<file path="config.mk">
export PLATFORM = sky130hd
export DESIGN_NAME = nioc_top
export DESIGN_NICKNAME = d
export VERILOG_FILES = /design/src/include/nioc_pkg.sv /design/src/nioc_top.sv
export VERILOG_INCLUDE_DIRS = /design/src /design/src/include
export SDC_FILE = /design/constraint.sdc
export NUM_CORES = 1
export LEC_CHECK = 0
export BUFFER_PORTS_ARGS = -buffer_cell sky130_fd_sc_hd__buf_2
export CAP_MARGIN = 20
export CORE_UTILIZATION = 45
export CTS_BUF_LIST = sky130_fd_sc_hd__clkbuf_2
export CTS_CLUSTER_DIAMETER = 60
export DETAILED_ROUTE_END_ITERATION = 6
export PLACE_DENSITY = 0.75
export SETUP_SLACK_MARGIN = 0.02
export SYNTH_ARGS = -nofsm -noshare
export SYNTH_HDL_FRONTEND = slang
export SYNTH_SLANG_ARGS = --single-unit
</file>
<file path="constraint.sdc">
create_clock -name mclk -period 11.17 [get_ports mclk]
set_input_delay 0.5585 -clock mclk [delete_from_list [all_inputs] [get_ports mclk]]
set_output_delay 0.5585 -clock mclk [all_outputs]
set_load 0.02 [all_outputs]
</file>
<file path="src/include/nioc_cfg.svh">
// Constants for the neutral instantaneous overcurrent block
//--------------------------------------------------------------
// Behaviour
// RL1: Two identical elements, own settings and outputs
// RL2: Function picks one of six; disabled never operates
// RL3: Aux mask relays 3-7 driven on operate
// RL4: Pickup 0.05-20.00 xCT versus neutral current
// RL5: Definite delay 0.00-600.00 s, 0.01 s steps
// RL6: Forward/reverse setting needs matching directional decision
// RL7: Directional operates on calculated neutral current
// RL8: Voltage reference is minus one third voltage sum
// RL9: Low polarizing voltage defaults direction to forward
// RL10: Current polarized: forward within 90 degrees
// RL11: Polarizing current below 5 percent means forward
// RL12: Dual mode falls back; both insufficient means forward
// RL13: Dual with both valid: both must agree
// RL14: Polarizing mode voltage, current or dual; voltage default
// RL15: Torque angle 0-359, default 315, voltage only
// RL16: Minimum polarizing voltage 0.00-1.25, default 0.05
// RL17: Directional function and own aux relay mask
// RL18: Directional decision gates every directional element
// RL19: Elements blockable singly or as a group
// RL20: Timer runs while all conditions hold, clears otherwise
//--------------------------------------------------------------
`ifndef NIOC_CFG_SVH
`define NIOC_CFG_SVH

// Register byte offsets
`define NIOC_OFS_EL_BASE 6'h00
`define NIOC_EL_STRIDE 6'h0C
`define NIOC_SUB_CFG 6'h00
`define NIOC_SUB_PICK 6'h04
`define NIOC_SUB_DLY 6'h08
`define NIOC_OFS_DIR_CFG 6'h18
`define NIOC_OFS_DIR_MTA 6'h1C
`define NIOC_OFS_DIR_MINV 6'h20
`define NIOC_OFS_STATUS 6'h24
`define NIOC_OFS_CLEAR 6'h28

// Field positions
`define NIOC_F_FUNC 2:0
`define NIOC_F_DIR 5:4
`define NIOC_F_DFUNC 1:0
`define NIOC_F_POL 3:2
`define NIOC_F_AUX 12:8
`define NIOC_F_PICK 10:0
`define NIOC_F_DLY 15:0
`define NIOC_F_MTA 8:0
`define NIOC_F_MINV 6:0

// Reset values
`define NIOC_RST_PICK 11'h064
`define NIOC_RST_DLY 16'h0000
`define NIOC_RST_MTA 9'h13B
`define NIOC_RST_MINV 7'h05

// Polarizing current floor, 0.05 x CT in 0.01 units
`define NIOC_IPOL_MIN 16'h0005

// Angles in degrees
`define NIOC_DEG_90 10'h05A
`define NIOC_DEG_180 9'h0B4
`define NIOC_DEG_270 10'h10E
`define NIOC_DEG_360 10'h168

// Timing: delay step and clock period
`define NIOC_TICK_NS 10000000
`define NIOC_CLK_NS 8

`endif

</file>
<file path="src/include/nioc_pkg.sv">
// Types for the neutral instantaneous overcurrent block
package nioc_pkg;

	// Element function selection
	typedef enum logic [2:0] {
		NIOC_F_DIS, NIOC_F_TRIP, NIOC_F_TRIPRC,
		NIOC_F_ALARM, NIOC_F_LATCH, NIOC_F_CTRL
	} nioc_func_e;

	// Directional unit function selection
	typedef enum logic [1:0] {
		NIOC_DF_DIS, NIOC_DF_ALARM, NIOC_DF_LATCH, NIOC_DF_CTRL
	} nioc_dfunc_e;

	// Element direction setting
	typedef enum logic [1:0] {NIOC_D_OFF, NIOC_D_FWD, NIOC_D_REV} nioc_dir_e;

	// Polarizing mode
	typedef enum logic [1:0] {NIOC_P_VOLT, NIOC_P_CURR, NIOC_P_DUAL} nioc_pol_e;

	// Phasor: magnitude in 0.01 units of nominal, angle 0..359 degrees
	typedef struct packed {
		logic [15:0] mag;
		logic [8:0] ang;
	} nioc_phasor_s;

	// Measurement bundle from the phasor front end
	typedef struct packed {
		nioc_phasor_s neut;
		nioc_phasor_s vsum;
		nioc_phasor_s gnd;
	} nioc_meas_s;

endpackage

</file>
<file path="src/nioc_top.sv">
// Two neutral instantaneous elements under a neutral directional unit
`timescale 1ns/1ns
`default_nettype none
`include "nioc_cfg.svh"

module nioc_top #(
	parameter int TICK_CYC = `NIOC_TICK_NS / `NIOC_CLK_NS
) (
	input wire logic mclk,
	input wire logic rst,
	input wire logic [5:0] avs_address,
	input wire logic avs_read,
	input wire logic avs_write,
	input wire logic [31:0] avs_writedata,
	output logic [31:0] avs_readdata,
	output logic avs_waitrequest,
	input wire nioc_pkg::nioc_meas_s meas,
	input wire logic [1:0] blk_el,
	input wire logic blk_all,
	output logic [1:0] el_op,
	output logic trip,
	output logic trip_with_reclose,
	output logic alarm,
	output logic control,
	output logic [4:0] aux_relay,
	output logic dir_reverse
);
	import nioc_pkg::*;

	localparam int PRE_W = $clog2(TICK_CYC + 1);

	//----------------------------------------------------------
	// Helper functions
	//----------------------------------------------------------

	// Angle sum modulo 360
	function automatic logic [8:0] ang_add(input logic [8:0] a,
		input logic [8:0] b);
		logic [9:0] s;
		s = {1'b0, a} + {1'b0, b};
		if (s >= `NIOC_DEG_360) begin
			s = s - `NIOC_DEG_360;
		end
		return s[8:0];
	endfunction

	// True when op lies within plus or minus 90 degrees of ref
	function automatic logic ang_fwd(input logic [8:0] op,
		input logic [8:0] refa);
		logic [9:0] d;
		d = {1'b0, op} + `NIOC_DEG_360 - {1'b0, refa};
		if (d >= `NIOC_DEG_360) begin
			d = d - `NIOC_DEG_360;
		end
		return (d <= `NIOC_DEG_90) || (d >= `NIOC_DEG_270);
	endfunction

	// Address match for element register i, sub offset sub
	function automatic logic el_hit(input logic [5:0] a, input int i,
		input logic [5:0] sub);
		return a == 6'(`NIOC_OFS_EL_BASE + i * `NIOC_EL_STRIDE + sub);
	endfunction

	//----------------------------------------------------------
	// Settings storage
	//----------------------------------------------------------
	nioc_func_e el_func_r [2]; // Element function
	nioc_dir_e el_dir_r [2]; // Element direction
	logic [4:0] el_aux_r [2]; // Aux relays 3..7, bit 0 is relay 3
	logic [10:0] el_pick_r [2]; // Pickup, 0.01 x CT
	logic [15:0] el_dly_r [2]; // Delay, 0.01 s steps
	nioc_dfunc_e dir_func_r; // Directional function
	nioc_pol_e dir_pol_r; // Polarizing mode
	logic [4:0] dir_aux_r; // Directional aux relays
	logic [8:0] dir_mta_r; // Max torque angle, degrees lead
	logic [6:0] dir_minv_r; // Min polarizing voltage, 0.01 x VT
	logic [2:0] lat_r; // Latched alarms: el1, el2, directional
	logic [1:0] el_op_r; // Element operate
	logic ack_r; // Second cycle of a bus access
	logic [31:0] rdata_r; // Read data
	logic [2:0] blk_s1_r; // Block pins, first sync stage
	logic [2:0] blk_s2_r; // Block pins, second sync stage

	//----------------------------------------------------------
	// Avalon slave: every access takes one wait cycle
	//----------------------------------------------------------
	logic bus_req; // Read or write pending
	logic wr_go; // Write commits this edge
	assign bus_req = avs_read | avs_write;
	assign wr_go = avs_write & ack_r;
	assign avs_waitrequest = bus_req & ~ack_r;
	assign avs_readdata = rdata_r;

	// Wait state tracker; drops after the committing edge
	always_ff @(posedge mclk) begin
		if (rst) begin
			ack_r <= 1'b0;
		end else begin
			ack_r <= bus_req & ~ack_r;
		end
	end

	// Element settings; bad codes fall back to safe values [RL1]
	always_ff @(posedge mclk) begin
		if (rst) begin
			for (int i = 0; i < 2; i++) begin
				el_func_r[i] <= NIOC_F_DIS;
				el_dir_r[i] <= NIOC_D_OFF;
				el_aux_r[i] <= 5'h00;
				el_pick_r[i] <= `NIOC_RST_PICK;
				el_dly_r[i] <= `NIOC_RST_DLY;
			end
		end else if (wr_go) begin
			for (int i = 0; i < 2; i++) begin
				// Config word: function, direction, aux mask [RL2] [RL3] [RL6]
				if (el_hit(avs_address, i, `NIOC_SUB_CFG)) begin
					el_func_r[i] <= (avs_writedata[`NIOC_F_FUNC] > 3'h5) ?
						NIOC_F_DIS : nioc_func_e'(avs_writedata[`NIOC_F_FUNC]);
					el_dir_r[i] <= (avs_writedata[`NIOC_F_DIR] == 2'h3) ?
						NIOC_D_OFF : nioc_dir_e'(avs_writedata[`NIOC_F_DIR]);
					el_aux_r[i] <= avs_writedata[`NIOC_F_AUX];
				end
				// Pickup word, range kept by firmware [RL4]
				if (el_hit(avs_address, i, `NIOC_SUB_PICK)) begin
					el_pick_r[i] <= avs_writedata[`NIOC_F_PICK];
				end
				// Delay word [RL5]
				if (el_hit(avs_address, i, `NIOC_SUB_DLY)) begin
					el_dly_r[i] <= avs_writedata[`NIOC_F_DLY];
				end
			end
		end
	end

	// Directional settings [RL14] [RL15] [RL16] [RL17]
	always_ff @(posedge mclk) begin
		if (rst) begin
			dir_func_r <= NIOC_DF_DIS;
			dir_pol_r <= NIOC_P_VOLT;
			dir_aux_r <= 5'h00;
			dir_mta_r <= `NIOC_RST_MTA;
			dir_minv_r <= `NIOC_RST_MINV;
		end else if (wr_go) begin
			case (avs_address)
				`NIOC_OFS_DIR_CFG: begin
					dir_func_r <= nioc_dfunc_e'(avs_writedata[`NIOC_F_DFUNC]);
					dir_pol_r <= (avs_writedata[`NIOC_F_POL] == 2'h3) ?
						NIOC_P_VOLT : nioc_pol_e'(avs_writedata[`NIOC_F_POL]);
					dir_aux_r <= avs_writedata[`NIOC_F_AUX];
				end
				// Angles above 359 are folded back to keep arithmetic sane
				`NIOC_OFS_DIR_MTA: begin
					dir_mta_r <= ang_add(avs_writedata[`NIOC_F_MTA], 9'h000);
				end
				`NIOC_OFS_DIR_MINV: begin
					dir_minv_r <= avs_writedata[`NIOC_F_MINV];
				end
				default: begin
				end
			endcase
		end
	end

	//----------------------------------------------------------
	// Block inputs: pins from outside, two-stage synchroniser
	//----------------------------------------------------------
	always_ff @(posedge mclk) begin
		if (rst) begin
			blk_s1_r <= 3'h0;
			blk_s2_r <= 3'h0;
		end else begin
			blk_s1_r <= {blk_all, blk_el};
			blk_s2_r <= blk_s1_r;
		end
	end

	//----------------------------------------------------------
	// Directional unit
	//----------------------------------------------------------
	logic [15:0] vpol_mag; // Polarizing voltage, 0.01 x VT
	logic [8:0] vref_ang; // Reference angle including torque angle
	logic v_ok, i_ok; // Polarizing quantities adequate
	logic v_fwd, i_fwd; // Voltage and current polarized forward decisions
	logic fwd_ok, rev_ok; // Forward and reverse permission

	// Minus V0: magnitude over three, angle turned by 180 [RL8]
	assign vpol_mag = meas.vsum.mag / 16'd3;
	// Operating current leads reference by the torque angle [RL15]
	assign vref_ang = ang_add(ang_add(meas.vsum.ang, `NIOC_DEG_180),
		dir_mta_r);
	assign v_ok = vpol_mag >= {9'h000, dir_minv_r}; // [RL16]
	assign i_ok = meas.gnd.mag >= `NIOC_IPOL_MIN; // [RL11]
	// Neutral current is the operating quantity for both [RL7]
	assign v_fwd = ang_fwd(meas.neut.ang, vref_ang);
	assign i_fwd = ang_fwd(meas.neut.ang, meas.gnd.ang); // [RL10]

	// Mode resolution; inadequate polarizing defaults to forward
	always_comb begin
		fwd_ok = 1'b1;
		rev_ok = 1'b0;
		case (dir_pol_r)
			NIOC_P_VOLT: begin
				if (v_ok) begin
					fwd_ok = v_fwd;
					rev_ok = ~v_fwd;
				end // [RL9]
			end
			NIOC_P_CURR: begin
				if (i_ok) begin
					fwd_ok = i_fwd;
					rev_ok = ~i_fwd;
				end // [RL11]
			end
			NIOC_P_DUAL: begin
				if (v_ok && i_ok) begin
					// Either one may block; both must agree [RL13]
					fwd_ok = v_fwd & i_fwd;
					rev_ok = ~v_fwd & ~i_fwd;
				end else if (v_ok) begin
					fwd_ok = v_fwd;
					rev_ok = ~v_fwd;
				end else if (i_ok) begin
					fwd_ok = i_fwd;
					rev_ok = ~i_fwd;
				end // [RL12]
			end
			default: begin
			end
		endcase
	end

	//----------------------------------------------------------
	// Elements: pickup, direction gate, definite timer
	//----------------------------------------------------------
	logic [1:0] el_run; // All operate conditions met
	logic [PRE_W-1:0] pre_r [2]; // Cycles within one delay step
	logic [15:0] cnt_r [2]; // Elapsed delay steps

	// Conditions for each element [RL2] [RL4] [RL6] [RL18] [RL19]
	always_comb begin
		for (int i = 0; i < 2; i++) begin
			el_run[i] = (el_func_r[i] != NIOC_F_DIS)
				&& !blk_s2_r[i] && !blk_s2_r[2]
				&& (meas.neut.mag >= {5'h00, el_pick_r[i]})
				&& ((el_dir_r[i] == NIOC_D_OFF)
				|| (el_dir_r[i] == NIOC_D_FWD && fwd_ok)
				|| (el_dir_r[i] == NIOC_D_REV && rev_ok));
		end
	end

	// Timer restarts from zero whenever a condition drops [RL20]
	// Prescaler is per element so a step is never cut short [RL5]
	always_ff @(posedge mclk) begin
		for (int i = 0; i < 2; i++) begin
			if (rst || !el_run[i]) begin
				pre_r[i] <= '0;
				cnt_r[i] <= 16'h0000;
				el_op_r[i] <= 1'b0;
			end else if (cnt_r[i] >= el_dly_r[i]) begin
				el_op_r[i] <= 1'b1;
			end else if (pre_r[i] == PRE_W'(TICK_CYC - 1)) begin
				pre_r[i] <= '0;
				cnt_r[i] <= cnt_r[i] + 16'h0001;
			end else begin
				pre_r[i] <= pre_r[i] + PRE_W'(1);
			end
		end
	end
	assign el_op = el_op_r;

	//----------------------------------------------------------
	// Latched alarms and output relays
	//----------------------------------------------------------
	logic dir_act; // Directional unit operating on reverse

	assign dir_act = (dir_func_r != NIOC_DF_DIS) & rev_ok; // [RL17]

	// Latches: a new event wins over a clear in the same cycle
	always_ff @(posedge mclk) begin
		if (rst) begin
			lat_r <= 3'h0;
		end else begin
			for (int i = 0; i < 2; i++) begin
				if (el_op_r[i] && el_func_r[i] == NIOC_F_LATCH) begin
					lat_r[i] <= 1'b1;
				end else if (wr_go && avs_address == `NIOC_OFS_CLEAR
					&& avs_writedata[i]) begin
					lat_r[i] <= 1'b0;
				end
			end
			if (dir_act && dir_func_r == NIOC_DF_LATCH) begin
				lat_r[2] <= 1'b1;
			end else if (wr_go && avs_address == `NIOC_OFS_CLEAR
				&& avs_writedata[2]) begin
				lat_r[2] <= 1'b0;
			end
		end
	end

	// Output relays, registered one cycle behind operate [RL2] [RL3]
	always_ff @(posedge mclk) begin
		if (rst) begin
			trip <= 1'b0;
			trip_with_reclose <= 1'b0;
			alarm <= 1'b0;
			control <= 1'b0;
			aux_relay <= 5'h00;
			dir_reverse <= 1'b0;
		end else begin
			trip <= 1'b0;
			trip_with_reclose <= 1'b0;
			alarm <= (|lat_r) | (dir_act && dir_func_r == NIOC_DF_ALARM);
			control <= dir_act && dir_func_r == NIOC_DF_CTRL;
			aux_relay <= dir_act ? dir_aux_r : 5'h00;
			dir_reverse <= rev_ok;
			for (int i = 0; i < 2; i++) begin
				if (el_op_r[i]) begin
					case (el_func_r[i])
						NIOC_F_TRIP: trip <= 1'b1;
						NIOC_F_TRIPRC: begin
							trip <= 1'b1;
							trip_with_reclose <= 1'b1;
						end
						NIOC_F_ALARM: alarm <= 1'b1;
						NIOC_F_LATCH: alarm <= 1'b1;
						NIOC_F_CTRL: control <= 1'b1;
						default: begin
						end
					endcase
				end
			end
			// Aux masks merged across elements and directional unit
			aux_relay <= (dir_act ? dir_aux_r : 5'h00)
				| (el_op_r[0] ? el_aux_r[0] : 5'h00)
				| (el_op_r[1] ? el_aux_r[1] : 5'h00); // [RL3]
		end
	end

	//----------------------------------------------------------
	// Read data, captured on the first cycle of a read
	//----------------------------------------------------------
	always_ff @(posedge mclk) begin
		if (rst) begin
			rdata_r <= 32'h0000_0000;
		end else if (avs_read && !ack_r) begin
			rdata_r <= 32'h0000_0000;
			for (int i = 0; i < 2; i++) begin
				if (el_hit(avs_address, i, `NIOC_SUB_CFG)) begin
					rdata_r <= {19'h00000, el_aux_r[i], 2'h0, el_dir_r[i],
						1'b0, el_func_r[i]};
				end
				if (el_hit(avs_address, i, `NIOC_SUB_PICK)) begin
					rdata_r <= {21'h000000, el_pick_r[i]};
				end
				if (el_hit(avs_address, i, `NIOC_SUB_DLY)) begin
					rdata_r <= {16'h0000, el_dly_r[i]};
				end
			end
			case (avs_address)
				`NIOC_OFS_DIR_CFG: rdata_r <= {19'h00000, dir_aux_r, 4'h0,
					dir_pol_r, dir_func_r};
				`NIOC_OFS_DIR_MTA: rdata_r <= {23'h000000, dir_mta_r};
				`NIOC_OFS_DIR_MINV: rdata_r <= {25'h0000000, dir_minv_r};
				// Live state: operate, run, direction, polarizing, latches
				`NIOC_OFS_STATUS: rdata_r <= {21'h000000, lat_r, i_ok,
					v_ok, rev_ok, fwd_ok, el_run, el_op_r};
				default: begin
				end
			endcase
		end
	end

	//----------------------------------------------------------
	// Checks
	//----------------------------------------------------------
	a_disabled_no_op: assert property (@(posedge mclk) disable iff (rst) // [RL2]
		el_func_r[0] == NIOC_F_DIS |=> !el_op_r[0])
		else $error("disabled element operated");
	a_zero_delay_op: assert property (@(posedge mclk) disable iff (rst) // [RL5]
		el_run[1] && el_dly_r[1] == 16'h0000 && cnt_r[1] == 16'h0000
		|=> el_run[1] |-> ##1 el_op_r[1])
		else $error("zero delay did not operate");
	a_drop_clears: assert property (@(posedge mclk) disable iff (rst) // [RL20]
		!el_run[0] |=> !el_op_r[0] && cnt_r[0] == 16'h0000)
		else $error("timer not cleared on drop");
	a_group_block: assert property (@(posedge mclk) disable iff (rst) // [RL19]
		blk_all ##2 blk_all |=> el_op_r == 2'b00)
		else $error("group block ignored");
	a_vpol_low_fwd: assert property (@(posedge mclk) disable iff (rst) // [RL9]
		dir_pol_r == NIOC_P_VOLT && vpol_mag < {9'h000, dir_minv_r}
		|-> fwd_ok && !rev_ok)
		else $error("low voltage not forward");
	a_dual_agree: assert property (@(posedge mclk) disable iff (rst) // [RL13]
		dir_pol_r == NIOC_P_DUAL && v_ok && i_ok && (fwd_ok || rev_ok)
		|-> v_fwd == i_fwd)
		else $error("dual decision without agreement");
	a_dir_gate: assert property (@(posedge mclk) disable iff (rst) // [RL6]
		el_op_r[0] && $past(el_dir_r[0]) == NIOC_D_REV |-> $past(rev_ok))
		else $error("operated against direction");
	a_aux_follow: assert property (@(posedge mclk) disable iff (rst) // [RL3]
		el_op_r[1] |=> (aux_relay & $past(el_aux_r[1])) == $past(el_aux_r[1]))
		else $error("aux relays not driven");
	a_bus_one_wait: assert property (@(posedge mclk) disable iff (rst)
		bus_req && !ack_r |=> !avs_waitrequest)
		else $error("bus wait longer than one cycle");

endmodule
`default_nettype wire

</file>
==> Flow_metrics.wiki, run 1 <==
{| class="wikitable"
! Metric !! Value
|-
| Run status || finished clean
|-
| First-pass GRT wire length || 64,100 um
|-
| Dominant cell type by count on the critical path || a21oi_1
|-
| Sort of element at the end of the critical path || flop
|-
| Slowest-stage cell, CP || nand3_1
|-
| Number of DRC markers in iteration 0 || 1,439
|-
| Pins over their slew limit || 0
|-
| Clock-pin slew reported for the worst setup and hold paths after clock tree synthesis || 100 ps
|-
| Post-DRT Antenna Nets || 0
|-
| Max_cap viols || 0
|-
| Worst Setup Slack, final || 2040 ps
|-
| Clock insertion delay at the later pin of the skew report || 880 ps
|-
| Fraction of registers with async set or reset after synthesis || 0
|-
| Count of final setup violators || 0
|-
| Worst vdd rail ir drop || between 0.15 and 0.2 mV
|-
| Top_reg_cell synth || edfxtp_1
|-
| Tightest slew margin relative to the limit || 0.293
|-
| Count of clock tree sinks || 211
|-
| Critical Setup Path Class || in -> reg
|-
| Mean routed wirelength per cell || 17.7 um
|-
| Type of the tightest min-delay check || in -> reg
|-
| Maximum clock frequency || 0.110 GHz
|-
| Setup repair after global routing missed its margin || no
|-
| Required time reported for the critical path endpoint || approximately 11,000 ps
|-
| Clk root buf || clkbuf_2
|-
| Number of enable flip-flop cells after synthesis || 148
|-
| Maximum clock path buffer count || 3
|-
| Routed length on met3 || 3390 um
|-
| Area Growth Syn to Fin || 10.7%
|-
| Design area || 0.0169 mm2
|-
| Startpoint Class || primary input
|-
| Pwr/cell area || 211 mW/mm2
|-
| CP arrival || between 9000 and 10,000 ps
|-
| Row cnt || 67
|-
| Met2 wire length || roughly 18,000 um
|-
| Average instance area after synthesis || 9.30 um2
|-
| Sum of routed wire length over all layers || 40,400 um
|-
| Fin crit period || 9130 ps
|-
| Simple-gate share of the synthesized area || 0.208
|-
| Final standard cell count with taps included and fillers excluded || 2,285
|-
| Number of global-route vias before repair || 12,600
|-
| Delay of the slowest cell on the worst path || 860 ps
|-
| Detail-routed via count per cell || 5.87
|-
| Uppermost signal routing layer after detailed routing || met4
|-
| Transition at the pin with the smallest max-transition slack || 1060 ps
|-
| Fraction of final layout cells sized beyond drive strength 1 || 0.156
|-
| Post-Synth XOR/XNOR Area || 0.0677
|-
| CORE AREA || 0.0334 mm2
|-
| Number of I/O port buffers || 132
|-
| Sequential share of the synthesized area || 0.374
|-
| Dominant delay contributor by cell family on the critical path || compound AO/OA/AOI/OAI gates
|-
| Routed length on met1 || approximately 18,000 um
|-
| Buffers plus inverters on the worst setup path || 4
|-
| Area post-placement || about 0.016 mm2
|-
| Synth Area in Compound Gates || 0.190
|-
| Total grt overflow || 0
|-
| Cell area after synthesis || 0.0153 mm2
|-
| Resize count post-CTS || 0
|-
| Gate count of the mapped netlist || 1,641
|-
| Dpl cells || between 2,000 and 2,500
|-
| I/O pin count || 165
|-
| Total Die Area || 0.0346 mm2
|-
| DRC violation count after routing || 0
|-
| TritonCTS clock tree || done
|-
| Number of warning messages in the yosys log || 0
|-
| Worst Clk Skew || 148 ps
|-
| Initial antenna violation count || 2
|-
| DP HPWL || 29,800 um
|-
| Count of fill cells added during filler insertion || 3,087
|-
| Final total negative setup slack || 0 ps
|-
| Post-layout total power || ~0.0036 W
|-
| Via count || 13,400
|-
| Global placer's final weighted congestion || 0.906
|-
| Number of clock buffers inserted by TritonCTS || 54
|-
| Leakage power summed over all cells || 6.99 nW
|-
| Setup slack after placement || 1180 ps
|-
| Pin count of the biggest net entering global routing || 69
|-
| Dominant combinational cell family by area after synthesis || simple AND/OR/NAND/NOR gates
|-
| Part of the cycle the worst path needs || 0.817
|-
| Die extent in y || 186 um
|-
| Number of failing hold endpoints at the final stage || 0
|-
| Synth cell types || 99
|-
| H-tree Lvls || 2
|-
| Total GRT Usage || 0.232
|-
| Mux contribution to synthesized area || 0.0143
|-
| Total of flip-flops plus latches after synthesis || approximately 210
|-
| Drt pass-1 iters || 6
|-
| Layout Nets || 2,019
|-
| Starting Density || 0.456
|-
| Post-synthesis share of cell area spent on full adders, half adders and majority gates || 0.0884
|-
| CP max FO || 21
|-
| Die Wd || 186 um
|}
## state kept, by name, summed over array words and instances, names as in the netlist, 2 cells and up
signal        cells
pre_r            42
cnt_r            32
el_dly_r         32
el_pick_r        22
avs_readdata     16
el_aux_r         10
dir_mta_r         9
dir_minv_r        7
el_func_r         6
aux_relay         5
dir_aux_r         5
el_dir_r          4
blk_s1_r          3
blk_s2_r          3
lat_r             3
dir_func_r        2
dir_pol_r         2
el_op             2
## per-stage QoR
| stage | hold slack (ps) | utilization |
|---|---|---|
| finish | 74.0 | 0.505 |
| global route | 5.92 | 0.505 |
| CTS | 0.655 | 0.504 |
| detailed placement | 428 | 0.486 |
| global placement | 425 | 0.486 |
| floorplan | 414 | - |
## power breakdown
group / leakage (nW) / internal, W / switching [W]
combinational: 4.48 / 0.000757 / 0.00119
clock: 0.372 / 0.000197 / 0.000323
sequential: 2.14 / 0.000974 / 0.000113
total: 6.99 / 0.00193 / 0.00163
## final timing paths
path,to,depth (start not counted),from,slack (ps)
worst max-delay path,pre_r[0][4]$_SDFFCE_PN0P_,35,meas[27],2040
worst min-delay path,el_dly_r[0][30]$_DFFE_PP_,2,avs_writedata[14],70
worst max register to register,pre_r[0][4]$_SDFFCE_PN0P_,28,dir_mta_r[0]$_SDFFE_PP1P_,2840
worst min register to register,blk_s2_r[1]$_SDFF_PP0_,1,blk_s1_r[1]$_SDFF_PP0_,440
## repair_timing
item / 4_1_cts / 5_1_grt
endpoints found under the hold margin: 21 / 0
setup buffers: 0 / 0
hold buffers: 14 / 0
setup endpoints to repair: 0 / 0
## routing by layer
layer | vias to the layer above | GRT usage
met5 | - | 0
met4 | 0 | 0.0757
met3 | 81 | 0.0397
met2 | 605 | 0.363
met1 | 6301 | 0.326
li1 | 6437 | -
## synthesized netlist by cell type (8+ instances only)
| cell type | instances | area share |
|---|---|---|
| a211o_1 | 11 | 0.0063 |
| a211oi_1 | 17 | 0.0084 |
| a21o_1 | 40 | 0.020 |
| a21oi_1 | 67 | 0.022 |
| a221oi_1 | 18 | 0.010 |
| a222oi_1 | 9 | 0.0059 |
| a22oi_1 | 19 | 0.0093 |
| a31oi_1 | 11 | 0.0045 |
| and2_1 | 30 | 0.012 |
| and3_1 | 29 | 0.012 |
| buf_1 | 8 | 0.0020 |
| buf_2 | 8 | 0.0026 |
| buf_4 | 17 | 0.0084 |
| clkbuf_1 | 43 | 0.011 |
| dfxtp_1 | 63 | 0.083 |
| edfxtp_1 | 148 | 0.29 |
| ha_1 | 103 | 0.084 |
| inv_1 | 119 | 0.029 |
| mux2i_1 | 18 | 0.012 |
| nand2_1 | 110 | 0.027 |
| nand2b_1 | 25 | 0.010 |
| nand3_1 | 60 | 0.020 |
| nand3b_1 | 8 | 0.0039 |
| nand4_1 | 18 | 0.0074 |
| nor2_1 | 120 | 0.030 |
| nor2b_1 | 23 | 0.0094 |
| nor3_1 | 69 | 0.023 |
| nor4_1 | 51 | 0.021 |
| o211ai_1 | 9 | 0.0044 |
| o21a_1 | 21 | 0.010 |
| o21ai_0 | 34 | 0.011 |
| o21bai_1 | 9 | 0.0044 |
| o22ai_1 | 12 | 0.0049 |
| o31ai_1 | 8 | 0.0039 |
| or3_1 | 11 | 0.0045 |
| xnor2_1 | 62 | 0.036 |
| xor2_1 | 56 | 0.032 |
## cells in the final DEF, fill, tap and decap left out, types with 21 or more instances in the layout
| master | n |
|---|---|
| buf_2 | 132 |
| and2_1 | 30 |
| xnor2_1 | 62 |
| xor2_1 | 56 |
| a21oi_1 | 67 |
| dfxtp_1 | 63 |
| nor4_1 | 50 |
| inv_1 | 119 |
| edfxtp_1 | 148 |
| nor3_1 | 68 |
| nor2_1 | 119 |
| nand2_1 | 110 |
| nand3_1 | 60 |
| ha_1 | 103 |
| o21ai_0 | 34 |
| o21a_1 | 21 |
| clkbuf_2 | 83 |
| nand2b_1 | 25 |
| nor2b_1 | 23 |
| and3_1 | 29 |
| a21o_1 | 40 |
## area by class of cell
type / instances / area (um2) / share of cell area
inverter: 120 / 450 / 0.0267
clock inverter: 16 / 71.3 / 0.00422
clock buffer: 82 / 410 / 0.0243
tap: 448 / 561 / 0.0332
sequential: 211 / 5710 / 0.338
timing repair buffer: 163 / 933 / 0.0553
multi-input combinational: 1243 / 8750 / 0.518
antenna: 2 / 5.00 / 0.000296
## cells by family (layout without fill, tap and decap cells)
| family | after synthesis | count (layout) |
|---|---|---|
| buffers and inverters | 202 | 381 |
| adder cells (fa/ha/maj) | 106 | 106 |
| other | 1 | 18 |
| AND/OR/NAND/NOR | 603 | 603 |
| XOR/XNOR | 118 | 118 |
| multiplexers | 21 | 21 |
| AO/OA/AOI/OAI | 379 | 379 |
| flip-flops | 211 | 211 |
Power figures use the tool's default switching activity.
==> run 2, diff against run 1 <==
--- a/config.mk
+++ b/config.mk
@@ -12,7 +12,7 @@
 export CTS_BUF_LIST = sky130_fd_sc_hd__clkbuf_2
 export CTS_CLUSTER_DIAMETER = 60
 export DETAILED_ROUTE_END_ITERATION = 6
-export PLACE_DENSITY = 0.75
+export PLACE_DENSITY = 0.77
 export SETUP_SLACK_MARGIN = 0.02
 export SYNTH_ARGS = -nofsm -noshare
 export SYNTH_HDL_FRONTEND = slang
==> constraint.sdc (replaced) <==
create_clock -name mclk -period 7.9 [get_ports mclk]
set_input_delay 0.395 -clock mclk [delete_from_list [all_inputs] [get_ports mclk]]
set_output_delay 0.395 -clock mclk [all_outputs]
set_load 0.02 [all_outputs]
==> Flow_metrics.wiki, run 2 (same netlist as run 1, synthesis figures left out) <==
{| class="wikitable"
! Metric !! Value
|-
| I/O pin count || between 150 and 200
|-
| Detail-routed via count per cell || 5.85
|-
| Fraction of the core area covered by cells at the end of the flow || 0.526
|-
| Sort of element at the end of the critical path || flop
|-
| Post-layout total power || 0.00564 W
|-
| Area post-placement || 0.0168 mm2
|-
| Area Growth Syn to Fin || 15.3%
|-
| Hold_ws || ~110 ps
|-
| Maximum clock path buffer count || 3
|-
| Part of the cycle the worst path needs || 0.938
|-
| Register ranked first by flip-flop count || pre_r
|-
| Count of fill cells added during filler insertion || 3,055
|-
| Start point of the worst min-delay path || avs_address[2]
|-
| First-pass GRT wire length || approximately 66,000 um
|-
| Worst vdd rail ir drop || 0.227 mV
|-
| Clock insertion delay at the later pin of the skew report || 880 ps
|-
| Setup repair after global routing missed its margin || no
|-
| TritonCTS clock tree || done
|-
| Leading registers by flop count || pre_r (42), cnt_r (32), el_dly_r (32)
|-
| Maximum clock frequency || 0.135 GHz
|-
| Pwr/cell area || 321 mW/mm2
|-
| Design area || around 0.018 mm2
|-
| Number of DRC markers in iteration 0 || 1,307
|-
| Startpoint of the lowest-slack register-to-register path || dir_mta_r[0]$_SDFFE_PP1P_
|-
| Startpoint Class || primary input
|-
| Required time reported for the critical path endpoint || 8430 ps
|-
| Fin crit period || 7410 ps
|-
| Uppermost signal routing layer after detailed routing || met4
|-
| Die extent in y || 186 um
|-
| CP arrival || 7940 ps
|-
| Transition at the pin with the smallest max-transition slack || 996 ps
|-
| Dominant cell type by count on the critical path || a21o_1
|-
| Critical Setup Path Class || in -> reg
|-
| Number of clock buffers inserted by TritonCTS || 54
|-
| Worst Setup Slack, final || 493 ps
|-
| Clock-pin slew reported for the worst setup and hold paths after clock tree synthesis || roughly 100 ps
|-
| Worst Setup SP || meas[45]
|-
| Slowest-stage cell, CP || or4_1
|-
| Met2 wire length || 18,900 um
|-
| Number of failing hold endpoints at the final stage || 0
|-
| Pin count of the biggest net entering global routing || 69
|-
| Global placer's final weighted congestion || 0.933
|-
| CP max FO || 17
|-
| Routed length on met3 || 3460 um
|-
| Count of clock tree sinks || about 210
|-
| DP HPWL || between 30,000 and 40,000 um
|-
| Starting Density || 0.456
|-
| Setup slack after placement || -263 ps
|-
| Initial antenna violation count || 2
|-
| Row cnt || 67
|-
| Type of the tightest min-delay check || in -> reg
|-
| Max_cap viols || 0
|-
| Worst Clk Skew || 164 ps
|-
| Run status || finished clean
|-
| Number of global-route vias before repair || 13,200
|-
| Via count || 13,800
|-
| Leakage power summed over all cells || 7.38 nW
|-
| Most common library cell in the layout ignoring fill and taps || edfxtp_1
|-
| Total grt overflow || 0
|-
| Drt pass-1 iters || 6
|-
| Number of I/O port buffers || 132
|-
| Die Wd || roughly 190 um
|-
| Routed length on met1 || 17,500 um
|-
| Flip-flop count of the largest register after layout || 42
|-
| Clk root buf || clkbuf_2
|-
| DRC violation count after routing || 0
|-
| Commonest cells after routing, fill and taps aside || edfxtp_1, buf_2, inv_1, nor2_1, nand2_1
|-
| CORE AREA || about 0.033 mm2
|-
| Total GRT Usage || 0.237
|-
| Total Die Area || ~0.035 mm2
|-
| Layout Nets || 2,088
|-
| Count of final setup violators || 0
|-
| Delay of the slowest cell on the worst path || 490 ps
|-
| Tightest slew margin relative to the limit || 0.333
|-
| Post-DRT Antenna Nets || 0
|-
| Pins over their slew limit || 0
|-
| Sum of routed wire length over all layers || 41,300 um
|-
| Footprint of the multi-input gates || 0.00879 mm2
|-
| Fraction of final layout cells sized beyond drive strength 1 || 0.185
|-
| H-tree Lvls || 2
|-
| Mean routed wirelength per cell || 17.5 um
|-
| Flip-flop and latch area || 0.00571 mm2
|}
-- run 2: changes by cell type in the layout (fill, tap and decap cells not counted), moves of 2 or more --
| cell | before | now |
|---|---|---|
| clkinv_2 | 2 | 9 |
| dlygate4sd3_1 | 14 | 21 |
| clkinv_1 | 13 | 17 |
| bufinv_16 | 0 | 2 |
| clkbuf_2 | 83 | 72 |
| buf_4 | 15 | 71 |
| buf_12 | 0 | 7 |
-- run 2: path summary, 6_finish.rpt --
check | end | slack, ps | depth (start not counted)
max | pre_r[0][3]$_SDFFCE_PN0P_ | 490 | 34
min | dir_mta_r[2]$_SDFFE_PP0P_ | 110 | 5
max reg2reg | pre_r[0][3]$_SDFFCE_PN0P_ | 890 | 31
min reg2reg | blk_s2_r[0]$_SDFF_PP0_ | 440 | 1
-- run 2: power by group --
group / switching (W) / total, W / leakage, nW / internal [W]
Sequential: 0.000161 / 0.00154 / 2.14 / 0.00138
Clock: 0.000467 / 0.000789 / 0.388 / 0.000322
Combinational: 0.00181 / 0.00332 / 4.85 / 0.00151
Total: 0.00243 / 0.00564 / 7.38 / 0.00321
-- run 2: per-layer routing --
layer  vias up  global-route usage
li1       6566                   -
met1      6481               0.316
met4         0              0.0954
met5         -                   0
met2       622               0.379
met3       106              0.0452
-- run 2: what timing repair did --
item / CTS / global route
setup buffers: 0 / 0
resized for setup: 0 / 2
hold buffers: 21 / 0
endpoints found under the setup margin: 0 / 10
endpoints found under the hold margin: 66 / 0
-- run 2: cell type report --
type / count / share of cell area
multi-input cells: 1243 / 0.500
clock inverters: 29 / 0.0103
inverters: 120 / 0.0256
flip-flops and latches: 211 / 0.324
well taps: 448 / 0.0318
repair buffers: 232 / 0.0880
clock buffers: 71 / 0.0202
diodes: 2 / 0.000284
-- run 2: per-stage QoR --
step,TNS [ps],cells
3_5_place_dp,-19730,2232
2_1_floorplan,0,1656
6_report,0,2356
3_3_place_gp,-1360,2232
5_1_grt,0,2356
4_1_cts,0,2353
-- run 2: worst max-delay path, delay by kind of cell --
family,cells,cell delay (ps)
buf+inv,5,820
fa+ha+maj,2,550
compound gates,20,4500
simple gates,7,1650
